### src/rtl/cpmc_defs.svh
// Purpose: Offsets, field positions, reset values and timing counts for power-mode control.
// Assumes: 10 MHz reference clock.
// Notes: Definitions only.
`ifndef CPMC_DEFS_SVH
`define CPMC_DEFS_SVH
`define CPMC_PWR_CTRL_OFS 8'h87
`define CPMC_BIT_IDLE 0
`define CPMC_BIT_STOP 1
`define CPMC_BIT_S1STAT 3
`define CPMC_BIT_S1BAUD 4
`define CPMC_BIT_S0STAT 6
`define CPMC_BIT_S0BAUD 7
`define CPMC_PWR_CTRL_RST 8'h00
`define CPMC_KEEP_MASK 8'hd8
`define CPMC_RESET_VECTOR 16'h0000
`define CPMC_CLK_PERIOD_NS 100
`define CPMC_MCD_TIMEOUT_US 100
`define CPMC_MCD_CYCLES ((`CPMC_MCD_TIMEOUT_US * 1000) / `CPMC_CLK_PERIOD_NS)
`define CPMC_RST_SEQ_CYCLES 12
`endif

### src/rtl/cpmc_pkg.sv
// Purpose: Types for power-mode control.
// Assumes: Constants live in cpmc_defs.svh.
// Notes: Mode state is one-hot.
package cpmc_pkg;
   typedef enum logic [3:0] {
      CPMC_RESET = 4'h1,
      CPMC_RUN = 4'h2,
      CPMC_IDLE = 4'h4,
      CPMC_STOP = 4'h8
   } cpmc_mode_e;
endpackage : cpmc_pkg

### src/rtl/cpmc_strobe_bit.sv
// Purpose: One write-one strobe bit that always reads as zero.
// Assumes: Write strobe is one cycle long.
// Notes: Registered so the request stands after the writing cycle completes.
`timescale 1ns/1ps
module cpmc_strobe_bit (
   // Clock and reset
   input wire logic ref_clk,
   input wire logic resetn,
   // Request
   input wire logic setPulse,
   output logic strobe
);
   logic strobe_r;
   logic strobe_nxt;

   always_comb begin
      strobe_nxt = setPulse;
   end

   always_ff @(posedge ref_clk or negedge resetn) begin
      if (!resetn) begin
         strobe_r <= 1'b0;
      end else begin
         strobe_r <= strobe_nxt;
      end
   end

   assign strobe = strobe_r;
endmodule : cpmc_strobe_bit

### src/rtl/cpmc_reset_stretch.sv
// Purpose: Stretches any reset request into a fixed reset sequence.
// Assumes: Request is synchronous to ref_clk.
// Notes: Sequence restarts while the request stays high.
`timescale 1ns/1ps
`include "cpmc_defs.svh"
module cpmc_reset_stretch (
   // Clock and reset
   input wire logic ref_clk,
   input wire logic resetn,
   // Request and result
   input wire logic rstReq,
   output logic inReset
);
   logic [4:0] cnt_r;
   logic [4:0] cnt_nxt;

   always_comb begin
      if (rstReq) begin
         cnt_nxt = 5'(`CPMC_RST_SEQ_CYCLES);
      end else if (cnt_r != 5'h00) begin
         cnt_nxt = cnt_r - 5'h01;
      end else begin
         cnt_nxt = cnt_r;
      end
   end

   always_ff @(posedge ref_clk or negedge resetn) begin
      if (!resetn) begin
         cnt_r <= 5'(`CPMC_RST_SEQ_CYCLES);
      end else begin
         cnt_r <= cnt_nxt;
      end
   end

   assign inReset = (cnt_r != 5'h00);
endmodule : cpmc_reset_stretch

### src/rtl/cpmc_power_mode_ctrl.sv
// Purpose: Power-mode control: run, idle and stop with the power control register.
// Assumes: Register port strobes are one cycle; instrDone marks the end of an instruction.
// Notes: The missing-clock detector is modelled as a counter of cycles spent in stop mode while the detector is enabled.
//
// Our own choice: the plain strobed port.
`timescale 1ns/1ps
`include "cpmc_defs.svh"
module cpmc_power_mode_ctrl (
   // Clock and reset
   input wire logic ref_clk,
   input wire logic resetn,
   // Register port
   input wire logic [7:0] regAddr,
   input wire logic [7:0] regWdata,
   input wire logic regWr,
   input wire logic regRd,
   output logic [7:0] regRdata,
   // Core side
   input wire logic instrDone,
   input wire logic irqPending,
   input wire logic extResetReq,
   input wire logic missing_clock_detector,
   output logic coreRun,
   output logic coreClkEn,
   output logic periphClkEn,
   output logic oscEn,
   output logic coreReset,
   output logic [15:0] fetchAddr,
   output logic fetchLoad,
   // Serial configuration bits
   output logic serial0_baud_double,
   output logic serial0_status_access,
   output logic serial1_baud_double,
   output logic serial1_status_access
);
   cpmc_pkg::cpmc_mode_e mode_r;
   cpmc_pkg::cpmc_mode_e mode_nxt;
   logic [7:0] power_control_reg_r;
   logic [7:0] power_control_reg_nxt;
   logic [7:0] rdata_r;
   logic [7:0] rdata_nxt;
   logic [10:0] mcdCnt_r;
   logic [10:0] mcdCnt_nxt;
   logic mcdReset;
   logic pwrWr;
   logic stopReq;
   logic idleReq;
   logic stopPend_r;
   logic stopPend_nxt;
   logic idlePend_r;
   logic idlePend_nxt;
   logic inReset;
   logic fetchLoad_r;
   logic fetchLoad_nxt;

   assign pwrWr = regWr && (regAddr == `CPMC_PWR_CTRL_OFS);

   // The strobe bits store nothing readable; they only raise a request.
   cpmc_strobe_bit u_stop_bit (
      .ref_clk(ref_clk),
      .resetn(resetn),
      .setPulse(pwrWr && regWdata[`CPMC_BIT_STOP]),
      .strobe(stopReq)
   );

   cpmc_strobe_bit u_idle_bit (
      .ref_clk(ref_clk),
      .resetn(resetn),
      .setPulse(pwrWr && regWdata[`CPMC_BIT_IDLE]),
      .strobe(idleReq)
   );

   // The detector times how long the device has been in stop mode with the oscillator off.
   always_comb begin
      if (missing_clock_detector && (mode_r == cpmc_pkg::CPMC_STOP)) begin
         mcdCnt_nxt = (mcdCnt_r == 11'(`CPMC_MCD_CYCLES)) ? mcdCnt_r : mcdCnt_r + 11'h001;
      end else begin
         mcdCnt_nxt = 11'h000;
      end
   end

   assign mcdReset = (mcdCnt_r == 11'(`CPMC_MCD_CYCLES));

   cpmc_reset_stretch u_rst (
      .ref_clk(ref_clk),
      .resetn(resetn),
      .rstReq(extResetReq || mcdReset),
      .inReset(inReset)
   );

   always_comb begin
      power_control_reg_nxt = power_control_reg_r;
      if (pwrWr) begin
         power_control_reg_nxt = regWdata & `CPMC_KEEP_MASK;
      end
      rdata_nxt = 8'h00;
      if (regRd && (regAddr == `CPMC_PWR_CTRL_OFS)) begin
         rdata_nxt = power_control_reg_r;
      end
   end

   // Requests wait here until the writing instruction retires.
   always_comb begin
      stopPend_nxt = stopPend_r || stopReq;
      idlePend_nxt = idlePend_r || idleReq;
      mode_nxt = mode_r;
      fetchLoad_nxt = 1'b0;
      case (mode_r)
         cpmc_pkg::CPMC_RESET: begin
            stopPend_nxt = 1'b0;
            idlePend_nxt = 1'b0;
            if (!inReset) begin
               mode_nxt = cpmc_pkg::CPMC_RUN;
               fetchLoad_nxt = 1'b1;
            end
         end
         cpmc_pkg::CPMC_RUN: begin
            if (instrDone && stopPend_nxt) begin
               mode_nxt = cpmc_pkg::CPMC_STOP;
               stopPend_nxt = 1'b0;
               idlePend_nxt = 1'b0;
            end else if (instrDone && idlePend_nxt) begin
               mode_nxt = cpmc_pkg::CPMC_IDLE;
               idlePend_nxt = 1'b0;
            end
         end
         cpmc_pkg::CPMC_IDLE: begin
            if (irqPending) begin
               mode_nxt = cpmc_pkg::CPMC_RUN;
            end
         end
         cpmc_pkg::CPMC_STOP: begin
            mode_nxt = cpmc_pkg::CPMC_STOP;
         end
         default: begin
            mode_nxt = cpmc_pkg::CPMC_RESET;
         end
      endcase
      if (inReset) begin
         mode_nxt = cpmc_pkg::CPMC_RESET;
      end
   end

   always_ff @(posedge ref_clk or negedge resetn) begin
      if (!resetn) begin
         mode_r <= cpmc_pkg::CPMC_RESET;
         power_control_reg_r <= `CPMC_PWR_CTRL_RST;
         rdata_r <= 8'h00;
         mcdCnt_r <= 11'h000;
         stopPend_r <= 1'b0;
         idlePend_r <= 1'b0;
         fetchLoad_r <= 1'b0;
      end else begin
         mode_r <= mode_nxt;
         power_control_reg_r <= power_control_reg_nxt;
         rdata_r <= rdata_nxt;
         mcdCnt_r <= mcdCnt_nxt;
         stopPend_r <= stopPend_nxt;
         idlePend_r <= idlePend_nxt;
         fetchLoad_r <= fetchLoad_nxt;
      end
   end

   assign regRdata = rdata_r;
   assign coreRun = (mode_r == cpmc_pkg::CPMC_RUN);
   assign coreClkEn = (mode_r == cpmc_pkg::CPMC_RUN);
   // Analog blocks are not touched here, so software must power them down first.
   assign periphClkEn = (mode_r != cpmc_pkg::CPMC_STOP);
   assign oscEn = (mode_r != cpmc_pkg::CPMC_STOP);
   assign coreReset = (mode_r == cpmc_pkg::CPMC_RESET);
   assign fetchLoad = fetchLoad_r;
   assign fetchAddr = `CPMC_RESET_VECTOR;
   assign serial0_baud_double = power_control_reg_r[`CPMC_BIT_S0BAUD];
   assign serial0_status_access = power_control_reg_r[`CPMC_BIT_S0STAT];
   assign serial1_baud_double = power_control_reg_r[`CPMC_BIT_S1BAUD];
   assign serial1_status_access = power_control_reg_r[`CPMC_BIT_S1STAT];
endmodule : cpmc_power_mode_ctrl

### config.mk
export PLATFORM = sky130hd
export DESIGN_NAME = cpmc_power_mode_ctrl
export DESIGN_NICKNAME = d
export VERILOG_FILES = /design/src/rtl/cpmc_pkg.sv /design/src/rtl/cpmc_strobe_bit.sv /design/src/rtl/cpmc_reset_stretch.sv /design/src/rtl/cpmc_power_mode_ctrl.sv
export VERILOG_INCLUDE_DIRS = /design/src /design/src/rtl
export SDC_FILE = /design/constraint.sdc
export NUM_CORES = 1
export LEC_CHECK = 0
export BUFFER_PORTS_ARGS = -buffer_cell sky130_fd_sc_hd__buf_2
export CAP_MARGIN = 20
export CELL_PAD_IN_SITES_DETAIL_PLACEMENT = 1
export CELL_PAD_IN_SITES_GLOBAL_PLACEMENT = 2
export CORE_ASPECT_RATIO = 0.7
export CORE_MARGIN = 10
export CORE_UTILIZATION = 31
export DETAILED_ROUTE_END_ITERATION = 8
export HOLD_SLACK_MARGIN = 0.12
export PLACE_DENSITY = 0.78
export SYNTH_ARGS = -nofsm -noshare
export SYNTH_HDL_FRONTEND = slang
export SYNTH_SLANG_ARGS = --single-unit
### constraint.sdc
create_clock -name ref_clk -period 2.39 [get_ports ref_clk]
set_clock_uncertainty 0.05 [all_clocks]
set_input_delay 0.3585 -clock ref_clk [delete_from_list [all_inputs] [get_ports ref_clk]]
set_output_delay 0.3585 -clock ref_clk [all_outputs]
set_load 0.005 [all_outputs]
**Word level (Yosys, flattened, before mapping)**

Index checks and enable logic that the tools add are counted.

- $add $sub $neg: 2
- Multiply operators: 0
- Divide/modulo/power cells: 0
- Order comparisons: 0
- Equality and inequality tests: 10
- Shifts and indexed selects: 0
- Multiplexer cells: 17
- Bitwise operators: 0
- Reductions and logical operators: 13

Operator list:

| operator | number |
|---|---|
| $mux W11 | 2 |
| $mux W4 | 4 |
| $pmux W4 S4 | 1 |
| $add A11 B1 Y11 const B | 1 |
| $eq A11 B10 Y1 const B | 1 |
| $mux W5 | 2 |
| $eq A8 B8 Y1 const B | 1 |
| $mux W8 | 1 |
| $logic_and A1 B1 Y1 | 7 |
| $mux W1 | 5 |
| $reduce_bool A5 Y1 | 1 |
| $sub A5 B1 Y5 const B | 1 |
| $eq A4 B1 Y1 const B | 1 |
| $eq A4 B2 Y1 const B | 1 |
| $eq A4 B3 Y1 const B | 1 |
| $eq A4 B4 Y1 const B | 1 |
| $ne A4 B1 Y1 const B | 1 |
| $ne A4 B4 Y1 const B | 1 |
| $pmux W1 S2 | 2 |
| $logic_or A1 B1 Y1 | 3 |
| $ne A3 B3 Y1 const B | 1 |
| $ne A2 B2 Y1 const B | 1 |
| $reduce_and A2 Y1 | 1 |
| $reduce_bool A2 Y1 | 1 |

- Register bits after elaboration: 37
- Bits in latches: 0
- RAM bits: 0
- Memory bits (read-only): 0
- Output and inout bits: 34
- Memories kept: 0

**Logic depth before layout (Yosys ltp)**

Gate-level depths: netlist of run 1.

- Depth in word-level cells: 6
- Mapped depth: 6

**Modules after synthesis**

Synthesis of run 1 repeated with hierarchy kept, for this count alone.

- Cells, all modules: 167
- Area, all modules: 1,774.2 um2

Modules (own cells, without submodules):

| module | times used | cells each | area an instance (um2) | seq. area each (um2) |
|---|---|---|---|---|
| cpmc_power_mode_ctrl | 1 | 141 | 1,463.9 | 651.9 |
| cpmc_reset_stretch | 1 | 24 | 260.2 | 127.6 |
| cpmc_strobe_bit | 2 | 1 | 25.0 | 25.0 |

**Least setup slack after synthesis of run 1**

Ideal clock, no wire load.

- Kind: register to register
- From: register u_rst.cnt_r[0]
- To: register u_rst.cnt_r[1]
- Library setup time: 0.107 ns
- Data arrival time: 1.543 ns
- Data required time: 2.233 ns
- Slack: 0.690 ns
- Cell stages (with the launch flop): 6
- Path buffers: 1
- Cells stage by stage: dfrtp_1 > inv_1 > ha_1 > or4b_4 > buf_6 > a2111oi_4

- Longest elaborated chain between the ends: 3
- Elaborated cells on any way between the ends: 5

Ends and longest elaborated chain:

| item | RTL line | RTL |
|---|---|---|
| start, declared | cpmc_reset_stretch.sv:14 | `logic [4:0] cnt_r;` |
| start signal, assigned | cpmc_reset_stretch.sv:29 | `` cnt_r <= 5'(`CPMC_RST_SEQ_CYCLES); `` |
| start signal, assigned | cpmc_reset_stretch.sv:31 | `cnt_r <= cnt_nxt;` |
| $sub A5 B1 Y5 | cpmc_reset_stretch.sv:21 | `cnt_nxt = cnt_r - 5'h01;` |
| $mux W5 | cpmc_reset_stretch.sv:20 | `end else if (cnt_r != 5'h00) begin` |
| $mux W5 | cpmc_reset_stretch.sv:18 | `if (rstReq) begin` |

Parallel ways exist; a longest one is shown, timed or not. The select of a mux whose other input is x is not followed.
A chain may end at the register's enable or synchronous reset.

**Final worst setup path of run 1**

- From: register mode_r[3]
- To: output periphClkEn

- Longest elaborated chain between the ends: 1

Ends and longest elaborated chain:

| item | RTL line | RTL |
|---|---|---|
| start, declared | cpmc_power_mode_ctrl.sv:36 | `cpmc_pkg::cpmc_mode_e mode_r;` |
| start signal, assigned | cpmc_power_mode_ctrl.sv:146 | `mode_r <= cpmc_pkg::CPMC_RESET;` |
| start signal, assigned | cpmc_power_mode_ctrl.sv:154 | `mode_r <= mode_nxt;` |
| $ne A4 B4 Y1 | cpmc_power_mode_ctrl.sv:168 | `assign periphClkEn = (mode_r != cpmc_pkg::CPMC_STOP);` |
| end, declared | cpmc_power_mode_ctrl.sv:25 | `output logic periphClkEn,` |

Every way passes these cells.

==> results of run 1 <==
layout make-up:
class,count,area [µm²]
Fill cell,671,3630
Inverter,11,41.3
Multi-Input combinational cell,121,817
Sequential cell,33,830
Tap cell,75,93.8
Clock inverter,2,35.0
Timing Repair Buffer,35,175
Clock buffer,6,72.6
routing by layer:
layer / routed length (µm) / track usage
met5: 0 / 0
met4: 34 / 0.0244
met1: 1900 / 0.104
met2: 1810 / 0.135
met3: 266 / 0.0388
cell usage in the layout (no fill, tap or decap), types with 3 or more instances in the layout:
cell type,n
sky130_fd_sc_hd__buf_2,35
sky130_fd_sc_hd__dfrtp_1,30
sky130_fd_sc_hd__conb_1,20
sky130_fd_sc_hd__nor2_1,13
sky130_fd_sc_hd__inv_1,11
sky130_fd_sc_hd__nand3_1,9
sky130_fd_sc_hd__a21oi_1,8
sky130_fd_sc_hd__o21ai_0,5
sky130_fd_sc_hd__clkbuf_8,5
sky130_fd_sc_hd__and2_1,4
sky130_fd_sc_hd__mux2_2,4
sky130_fd_sc_hd__nand2_1,4
sky130_fd_sc_hd__or3_1,4
sky130_fd_sc_hd__nor3_1,3
sky130_fd_sc_hd__a211oi_1,3
sky130_fd_sc_hd__o31ai_1,3
sky130_fd_sc_hd__or4_1,3
sky130_fd_sc_hd__xor2_1,3
sky130_fd_sc_hd__ha_1,3
sky130_fd_sc_hd__dfstp_2,3
final timing paths:
path                                   startpoint                end  slack [ns]  depth (start not counted)
hold / removal                             resetn        regRdata[7]        0.09                          1
max in group asynchronous                  resetn          fetchLoad        1.72                          1
setup / recovery                        mode_r[3]        periphClkEn        0.38                          3
hold reg to reg            power_control_reg_r[4]        regRdata[4]        0.46                          1
min in group ref_clk                  regWdata[0]  u_idle_bit.strobe        0.22                          3
setup reg to reg                   u_rst.cnt_r[0]     u_rst.cnt_r[1]        0.59                          4
flip-flops by register name, summed over array words and instances (netlist names):
signal / flops
u_rst.cnt_r: 5
fetchLoad: 1
regRdata: 4
idlePend_r: 1
mcdCnt_r: 11
mode_r: 4
power_control_reg_r: 4
u_stop_bit.strobe: 1
u_idle_bit.strobe: 1
stopPend_r: 1
power by group through the flow:
stage          Combinational [µW]  Sequential (µW)  Clock (µW)
2_1_floorplan                81.0              597           0
3_3_place_gp                 95.1              602           0
3_5_place_dp                 99.3              602           0
4_1_cts                      99.9              591         532
5_1_grt                       111              594         560
6_report                     98.3              591         521
through the flow:
| stage | util | worst slack, ns | hold slack (ns) | cells |
|---|---|---|---|---|
| 2_1_floorplan | - | 0.690 | 0.0129 | 192 |
| 3_3_place_gp | 0.343 | 0.632 | 0.432 | 275 |
| 3_5_place_dp | 0.343 | 0.593 | 0.440 | 275 |
| 4_1_cts | 0.362 | 0.367 | 0.125 | 283 |
| 5_1_grt | 0.362 | 0.273 | 0.153 | 283 |
| 6_report | 0.362 | 0.383 | 0.0921 | 283 |
cell families after synthesis:
family / after synthesis
and+or+nand+nor: 60
xor gates and xnor gates: 4
muxes: 6
AOI/OAI and AO/OA: 28
DFF: 33
other: 1
buffers and inverters: 38
adders and majority gates: 3
==> flow_metrics.env, run 1 <==
export IMPL_floorplan_rows=23
export IMPL_post_synth_edffs=0
export IMPL_p_sw_uw=279
export IMPL_netSwitchingFraction=0.230
export IMPL_post_dp_cell_area_mm2=0.00196
export IMPL_critPathRequiredTime_ns=1.98
export IMPL_share_of_the_yosys_chip_area_belonging_to_registers=0.458
export IMPL_cts_root_buffer_cell="sky130_fd_sc_hd__clkbuf_8"
export IMPL_rsz_0062_raised_after_global_routing="no"
export IMPL_worst_setup_path_start_kind="register"
export IMPL_die_area_mm2=0.00935
export IMPL_drc=0
export IMPL_core_area_mm2=0.00570
export IMPL_detailedRoute_firstIterationViolations=34
export IMPL_number_of_failing_hold_endpoints_at_the_final_stage=0
export IMPL_postCtsSetupRepairBufs=0
export IMPL_cp_top_family="flip-flops"
export IMPL_synth_avg_cell_area_um2=10.5
export IMPL_power_per_cell_area_mw_per_mm2=586
export IMPL_synthesis_yosys_warnings=0
export IMPL_cts_hold_buffers=0
export IMPL_timing_max_cap_violations=0
export IMPL_die_w_um=111
export IMPL_grt_overflow=0
export IMPL_initial_core_util=0.318
export IMPL_wl_per_cell_um=14.2
export IMPL_first_global_vias=1404
export IMPL_design_portCount=58
export IMPL_p_int_uw=931
export IMPL_cts_root_to_sink_buffers=2
export IMPL_share_comb_of_total_power=0.081
export IMPL_yosys_register_bits=33
export IMPL_dieHeight_um=84.0
export IMPL_timing_worst_setup_path_type="register to output port"
export IMPL_synthTopCellsByCount="30 x sky130_fd_sc_hd__dfrtp_1, 22 x sky130_fd_sc_hd__buf_4, 13 x sky130_fd_sc_hd__nor2_1"
export IMPL_worst_path_max_delay_cell="sky130_fd_sc_hd__dfrtp_1"
export IMPL_synth_compound_gate_area_share=0.115
export IMPL_ctsResizeCount=0
export IMPL_post_route_min_period_ns=2.01
export IMPL_flow_area_growth_from_synthesis_pct=14.0
export IMPL_worst_ir_drop_vdd_v=0.000306
export IMPL_share_seq_of_total_power=0.489
export IMPL_drt_pass1_iter_count=4
export IMPL_proportion_of_netlist_area_held_by_the_largest_area_contributor=0.414
export IMPL_antenna_violations_before_repair=0
export IMPL_detailedPlacementHpwl_um=3090
export IMPL_wire_length_of_the_first_global_routing_pass_um=6890
export IMPL_critical_path_peak_fanout=10
export IMPL_grt_max_degree=34
export IMPL_worstMarginPinSlew_ns=0.754
export IMPL_design_power_total_uw=1210
export IMPL_route_final_wire_length_um=4010
export IMPL_total_leakage_power_uw=0.000923
export IMPL_worstPathCellList="nor4b_4 > inv_1 > buf_2"
export IMPL_timing_critical_path_buf_inv=2
export IMPL_final_setup_tns_ns=0
export IMPL_cts_made_buffers=5
export IMPL_timing_hold_worst_class="input port to asynchronous set/reset pin"
export IMPL_insertion_delay_to_the_later_sink_of_the_worst_skew_pair_ns=0.29
export IMPL_yosys_top_cells_area="sky130_fd_sc_hd__dfrtp_1 41%, sky130_fd_sc_hd__buf_4 9.1%, sky130_fd_sc_hd__dfstp_2 4.4%"
export IMPL_outcome="completed"
export IMPL_post_synth_xor_area_fraction=0.0193
export IMPL_grt_util_all_layers=0.0864
export IMPL_most_numerous_cell_in_the_yosys_netlist="sky130_fd_sc_hd__dfrtp_1"
export IMPL_antennaDiodeCount=0
export IMPL_synth_top_cell_by_area="sky130_fd_sc_hd__dfrtp_1"
export IMPL_syn_instance_count=173
export IMPL_maximum_clock_frequency_ghz=0.498
export IMPL_postSynth_asyncResetShare=1.00
export IMPL_muxShareOfSynthArea=0.0359
export IMPL_timing_critical_path_to_type="output port"
export IMPL_yosys_area_share_adder=0.0207
export IMPL_final_slew_viol_count=0
export IMPL_nNetsFinal=234
export IMPL_post_synthesis_cell_type_count=48
export IMPL_gpl_final_weighted_congestion=0.699
export IMPL_clock_tree_from_tritoncts="yes"
export IMPL_yosys_most_used_dff="sky130_fd_sc_hd__dfrtp_1"
export IMPL_p_clk_frac=0.430
export IMPL_timing_final_setup_violations=0
export IMPL_via_density_per_instance=4.56
export IMPL_timing_critical_path_arrival_ns=1.60
export IMPL_cts_sinks=33
export IMPL_drtAntennaViolNets=0
export IMPL_synth_top_family_by_area="simple AND/OR/NAND/NOR gates"
export IMPL_clock_input_transition_at_the_sequential_cells_of_the_worst_setup_and_hold_paths_ns=0.07
export IMPL_detailroute_via_count=1290
export IMPL_final_min_period_over_clock_period=0.840
export IMPL_htree_num_levels=2
export IMPL_synth_area_mm2=0.00181
export IMPL_post_route_cells_drive_above_1_share=0.269
export IMPL_max_slew_margin=0.497
export IMPL_cpPeakStageDelay_ns=0.55
export IMPL_synthSimpleGateAreaFrac=0.218
export IMPL_finish_instance_area_mm2=0.00206
export IMPL_io_buffer_count=35
No activity file was read; power rests on OpenSTA's default activity.
==> inputs of run 2 (changes only) <==
Settings changed: CORE_UTILIZATION 31 to 28, PLACE_DENSITY 0.78 to 0.74.
Clock period 2.39 ns to 1.65 ns, I/O delays scaled along.
==> run 2 against run 1 <==
Net effect: clock power up 50%; total power up 50%; flip-flop and latch count unchanged; register-to-register slack worse by 0.56 ns; die area up 8.4%; worst setup slack worse by 0.35 ns; cell area up 9.8%; global-route usage up 0.29 points; largest power group unchanged.
==> flow_metrics.env, run 2 (synthesis gave the netlist of run 1 again) <==
export IMPL_antenna_violations_before_repair=0
export IMPL_worstPathCellList="inv_1 > ha_2 > or4b_4 > a2111oi_4"
export IMPL_grt_overflow=0
export IMPL_post_dp_cell_area_mm2=0.00202
export IMPL_largest_reg_flops=11
export IMPL_drc=0
export IMPL_nNetsFinal=253
export IMPL_detailedPlacementHpwl_um=3230
export IMPL_gpl_final_weighted_congestion=0.721
export IMPL_antennaDiodeCount=0
export IMPL_cts_sinks=33
export IMPL_worst_path_max_delay_cell="sky130_fd_sc_hd__or4b_4"
export IMPL_post_route_cells_drive_above_1_share=0.348
export IMPL_worst_ir_drop_vdd_v=0.000271
export IMPL_outcome="completed"
export IMPL_reg_to_reg_startpoint="u_rst.cnt_r[1]"
export IMPL_worst_r2r_end="u_rst.cnt_r[1]"
export IMPL_final_min_period_over_clock_period=0.981
export IMPL_die_area_mm2=0.0101
export IMPL_clock_tree_from_tritoncts="yes"
export IMPL_timing_hold_worst_class="input port to register"
export IMPL_route_final_wire_length_um=4270
export IMPL_hold_depth=2
export IMPL_mostFrequentLayoutCells="35 x sky130_fd_sc_hd__buf_2, 28 x sky130_fd_sc_hd__dfrtp_1, 20 x sky130_fd_sc_hd__conb_1"
export IMPL_worst_min_delay_path_endpoint="power_control_reg_r[4]"
export IMPL_largest_register="mcdCnt_r"
export IMPL_final_common_cell="sky130_fd_sc_hd__buf_2"
export IMPL_worst_r2r_path_depth=4
export IMPL_cts_root_buffer_cell="sky130_fd_sc_hd__clkbuf_8"
export IMPL_detailedRoute_firstIterationViolations=48
export IMPL_grt_util_all_layers=0.0894
export IMPL_finish_instance_area_mm2=0.00227
export IMPL_worst_slack_ns=0.0306
export IMPL_core_area_mm2=0.00625
export IMPL_multi_input_comb_area_um2=838
export IMPL_critPathRequiredTime_ns=1.79
export IMPL_design_portCount=58
export IMPL_rsz_0062_raised_after_global_routing="yes"
export IMPL_flow_area_growth_from_synthesis_pct=25.1
export IMPL_wl_per_cell_um=14.0
export IMPL_io_buffer_count=35
export IMPL_critical_path_peak_fanout=8
export IMPL_total_leakage_power_uw=0.00103
export IMPL_drtAntennaViolNets=0
export IMPL_initial_core_util=0.290
export IMPL_maximum_clock_frequency_ghz=0.618
export IMPL_timing_critical_path_arrival_ns=1.75
export IMPL_dieHeight_um=87.3
export IMPL_final_slew_viol_count=0
export IMPL_cts_root_to_sink_buffers=2
export IMPL_wire_length_of_the_first_global_routing_pass_um=7350
export IMPL_via_density_per_instance=4.52
export IMPL_first_global_vias=1534
export IMPL_detailroute_via_count=1379
export IMPL_timing_worst_setup_path_type="register to register"
export IMPL_clock_input_transition_at_the_sequential_cells_of_the_worst_setup_and_hold_paths_ns=0.07
export IMPL_timing_final_setup_violations=0
export IMPL_cts_made_buffers=5
export IMPL_die_w_um=116
export IMPL_cpPeakStageDelay_ns=0.55
export IMPL_layout_top_registers="mcdCnt_r x11, u_rst.cnt_r x5"
export IMPL_post_route_min_period_ns=1.62
export IMPL_grt_max_degree=34
export IMPL_number_of_failing_hold_endpoints_at_the_final_stage=0
export IMPL_timing_critical_path_to_type="register"
export IMPL_rrSetupSlack_ns=0.03
export IMPL_floorplan_rows=24
export IMPL_insertion_delay_to_the_later_sink_of_the_worst_skew_pair_ns=0.28
export IMPL_post_place_ws_ns=0.0262
export IMPL_area_sequential_um2=832
export IMPL_power_per_cell_area_mw_per_mm2=800
export IMPL_worst_hold_startpoint="regWdata[4]"
export IMPL_hold_slack_ns=0.145
export IMPL_worst_setup_path_start_kind="register"
export IMPL_number_of_fillers_in_the_final_layout=739
export IMPL_timing_max_cap_violations=0
export IMPL_drt_pass1_iter_count=4
export IMPL_htree_num_levels=2
run 2: changes by cell type in the layout (fill, tap and decap cells not counted), sizes merged:
| cell | before | now |
|---|---|---|
| clkinv | 1 | 0 |
| clkbuf | 6 | 7 |
| dlygate4sd3 | 0 | 3 |
| buf | 35 | 51 |
run 2: critical path: cells and delay by family, from the launching register on:
family / cells / cell delay, ns
AND/OR/NAND/NOR: 1 / 0.55
flip-flops: 1 / 0.39
AO/OA/AOI/OAI: 1 / 0.30
adder cells (fa/ha/maj): 1 / 0.16
buffers and inverters: 1 / 0.06
run 2: worst max-delay path by stage:
stage          cells past startpoint             end  slack [ns]      startpoint
5_1_grt                            4  u_rst.cnt_r[1]       -0.06  u_rst.cnt_r[0]
3_3_place_gp                       4  u_rst.cnt_r[1]        0.06  u_rst.cnt_r[1]
4_1_cts                            4     periphClkEn       0.004       mode_r[0]
2_1_floorplan                      6  u_rst.cnt_r[1]        0.01  u_rst.cnt_r[0]
3_5_place_dp                       5  u_rst.cnt_r[1]        0.03  u_rst.cnt_r[1]
6_report                           4  u_rst.cnt_r[1]        0.03  u_rst.cnt_r[1]
run 2: cell type report:
| class | instances | area share |
|---|---|---|
| inverter | 11 | 0.0182 |
| clock buffer | 7 | 0.0381 |
| sequential | 33 | 0.367 |
| tap | 78 | 0.0430 |
| clock inverter | 1 | 0.0132 |
| timing repair buffer | 54 | 0.151 |
| multi-input combinational | 121 | 0.370 |
run 2: timing repair:
item,4_1_cts,5_1_grt
endpoints found under the setup margin,5,11
hold buffers,3,0
resized for setup,2,6
hold endpoints to repair,32,0
setup buffers,2,6
pin swaps,0,1
run 2: per-layer routing:
metal	vias to the layer above	part of all wire	track usage
met4	0	0.0084	0.0306
met3	5	0.060	0.0351
met1	665	0.48	0.115
li1	678	-	-
met2	31	0.45	0.133
met5	-	0	0
run 2: power breakdown:
part	total (µW)	internal (µW)	switching, µW
logic	179	92.8	86.1
clock network	779	492	287
registers	856	836	20.4
total	1810	1420	393
run 2: through the flow:
step,total power (µW),cells,setup TNS (ns),util
after CTS,1840,299,0,0.352
after floorplan,984,192,0,-
after detailed placement,1030,286,0,0.324
after global placement,1020,286,0,0.324
after global routing,1910,305,-0.405,0.363
final,1810,305,0,0.363
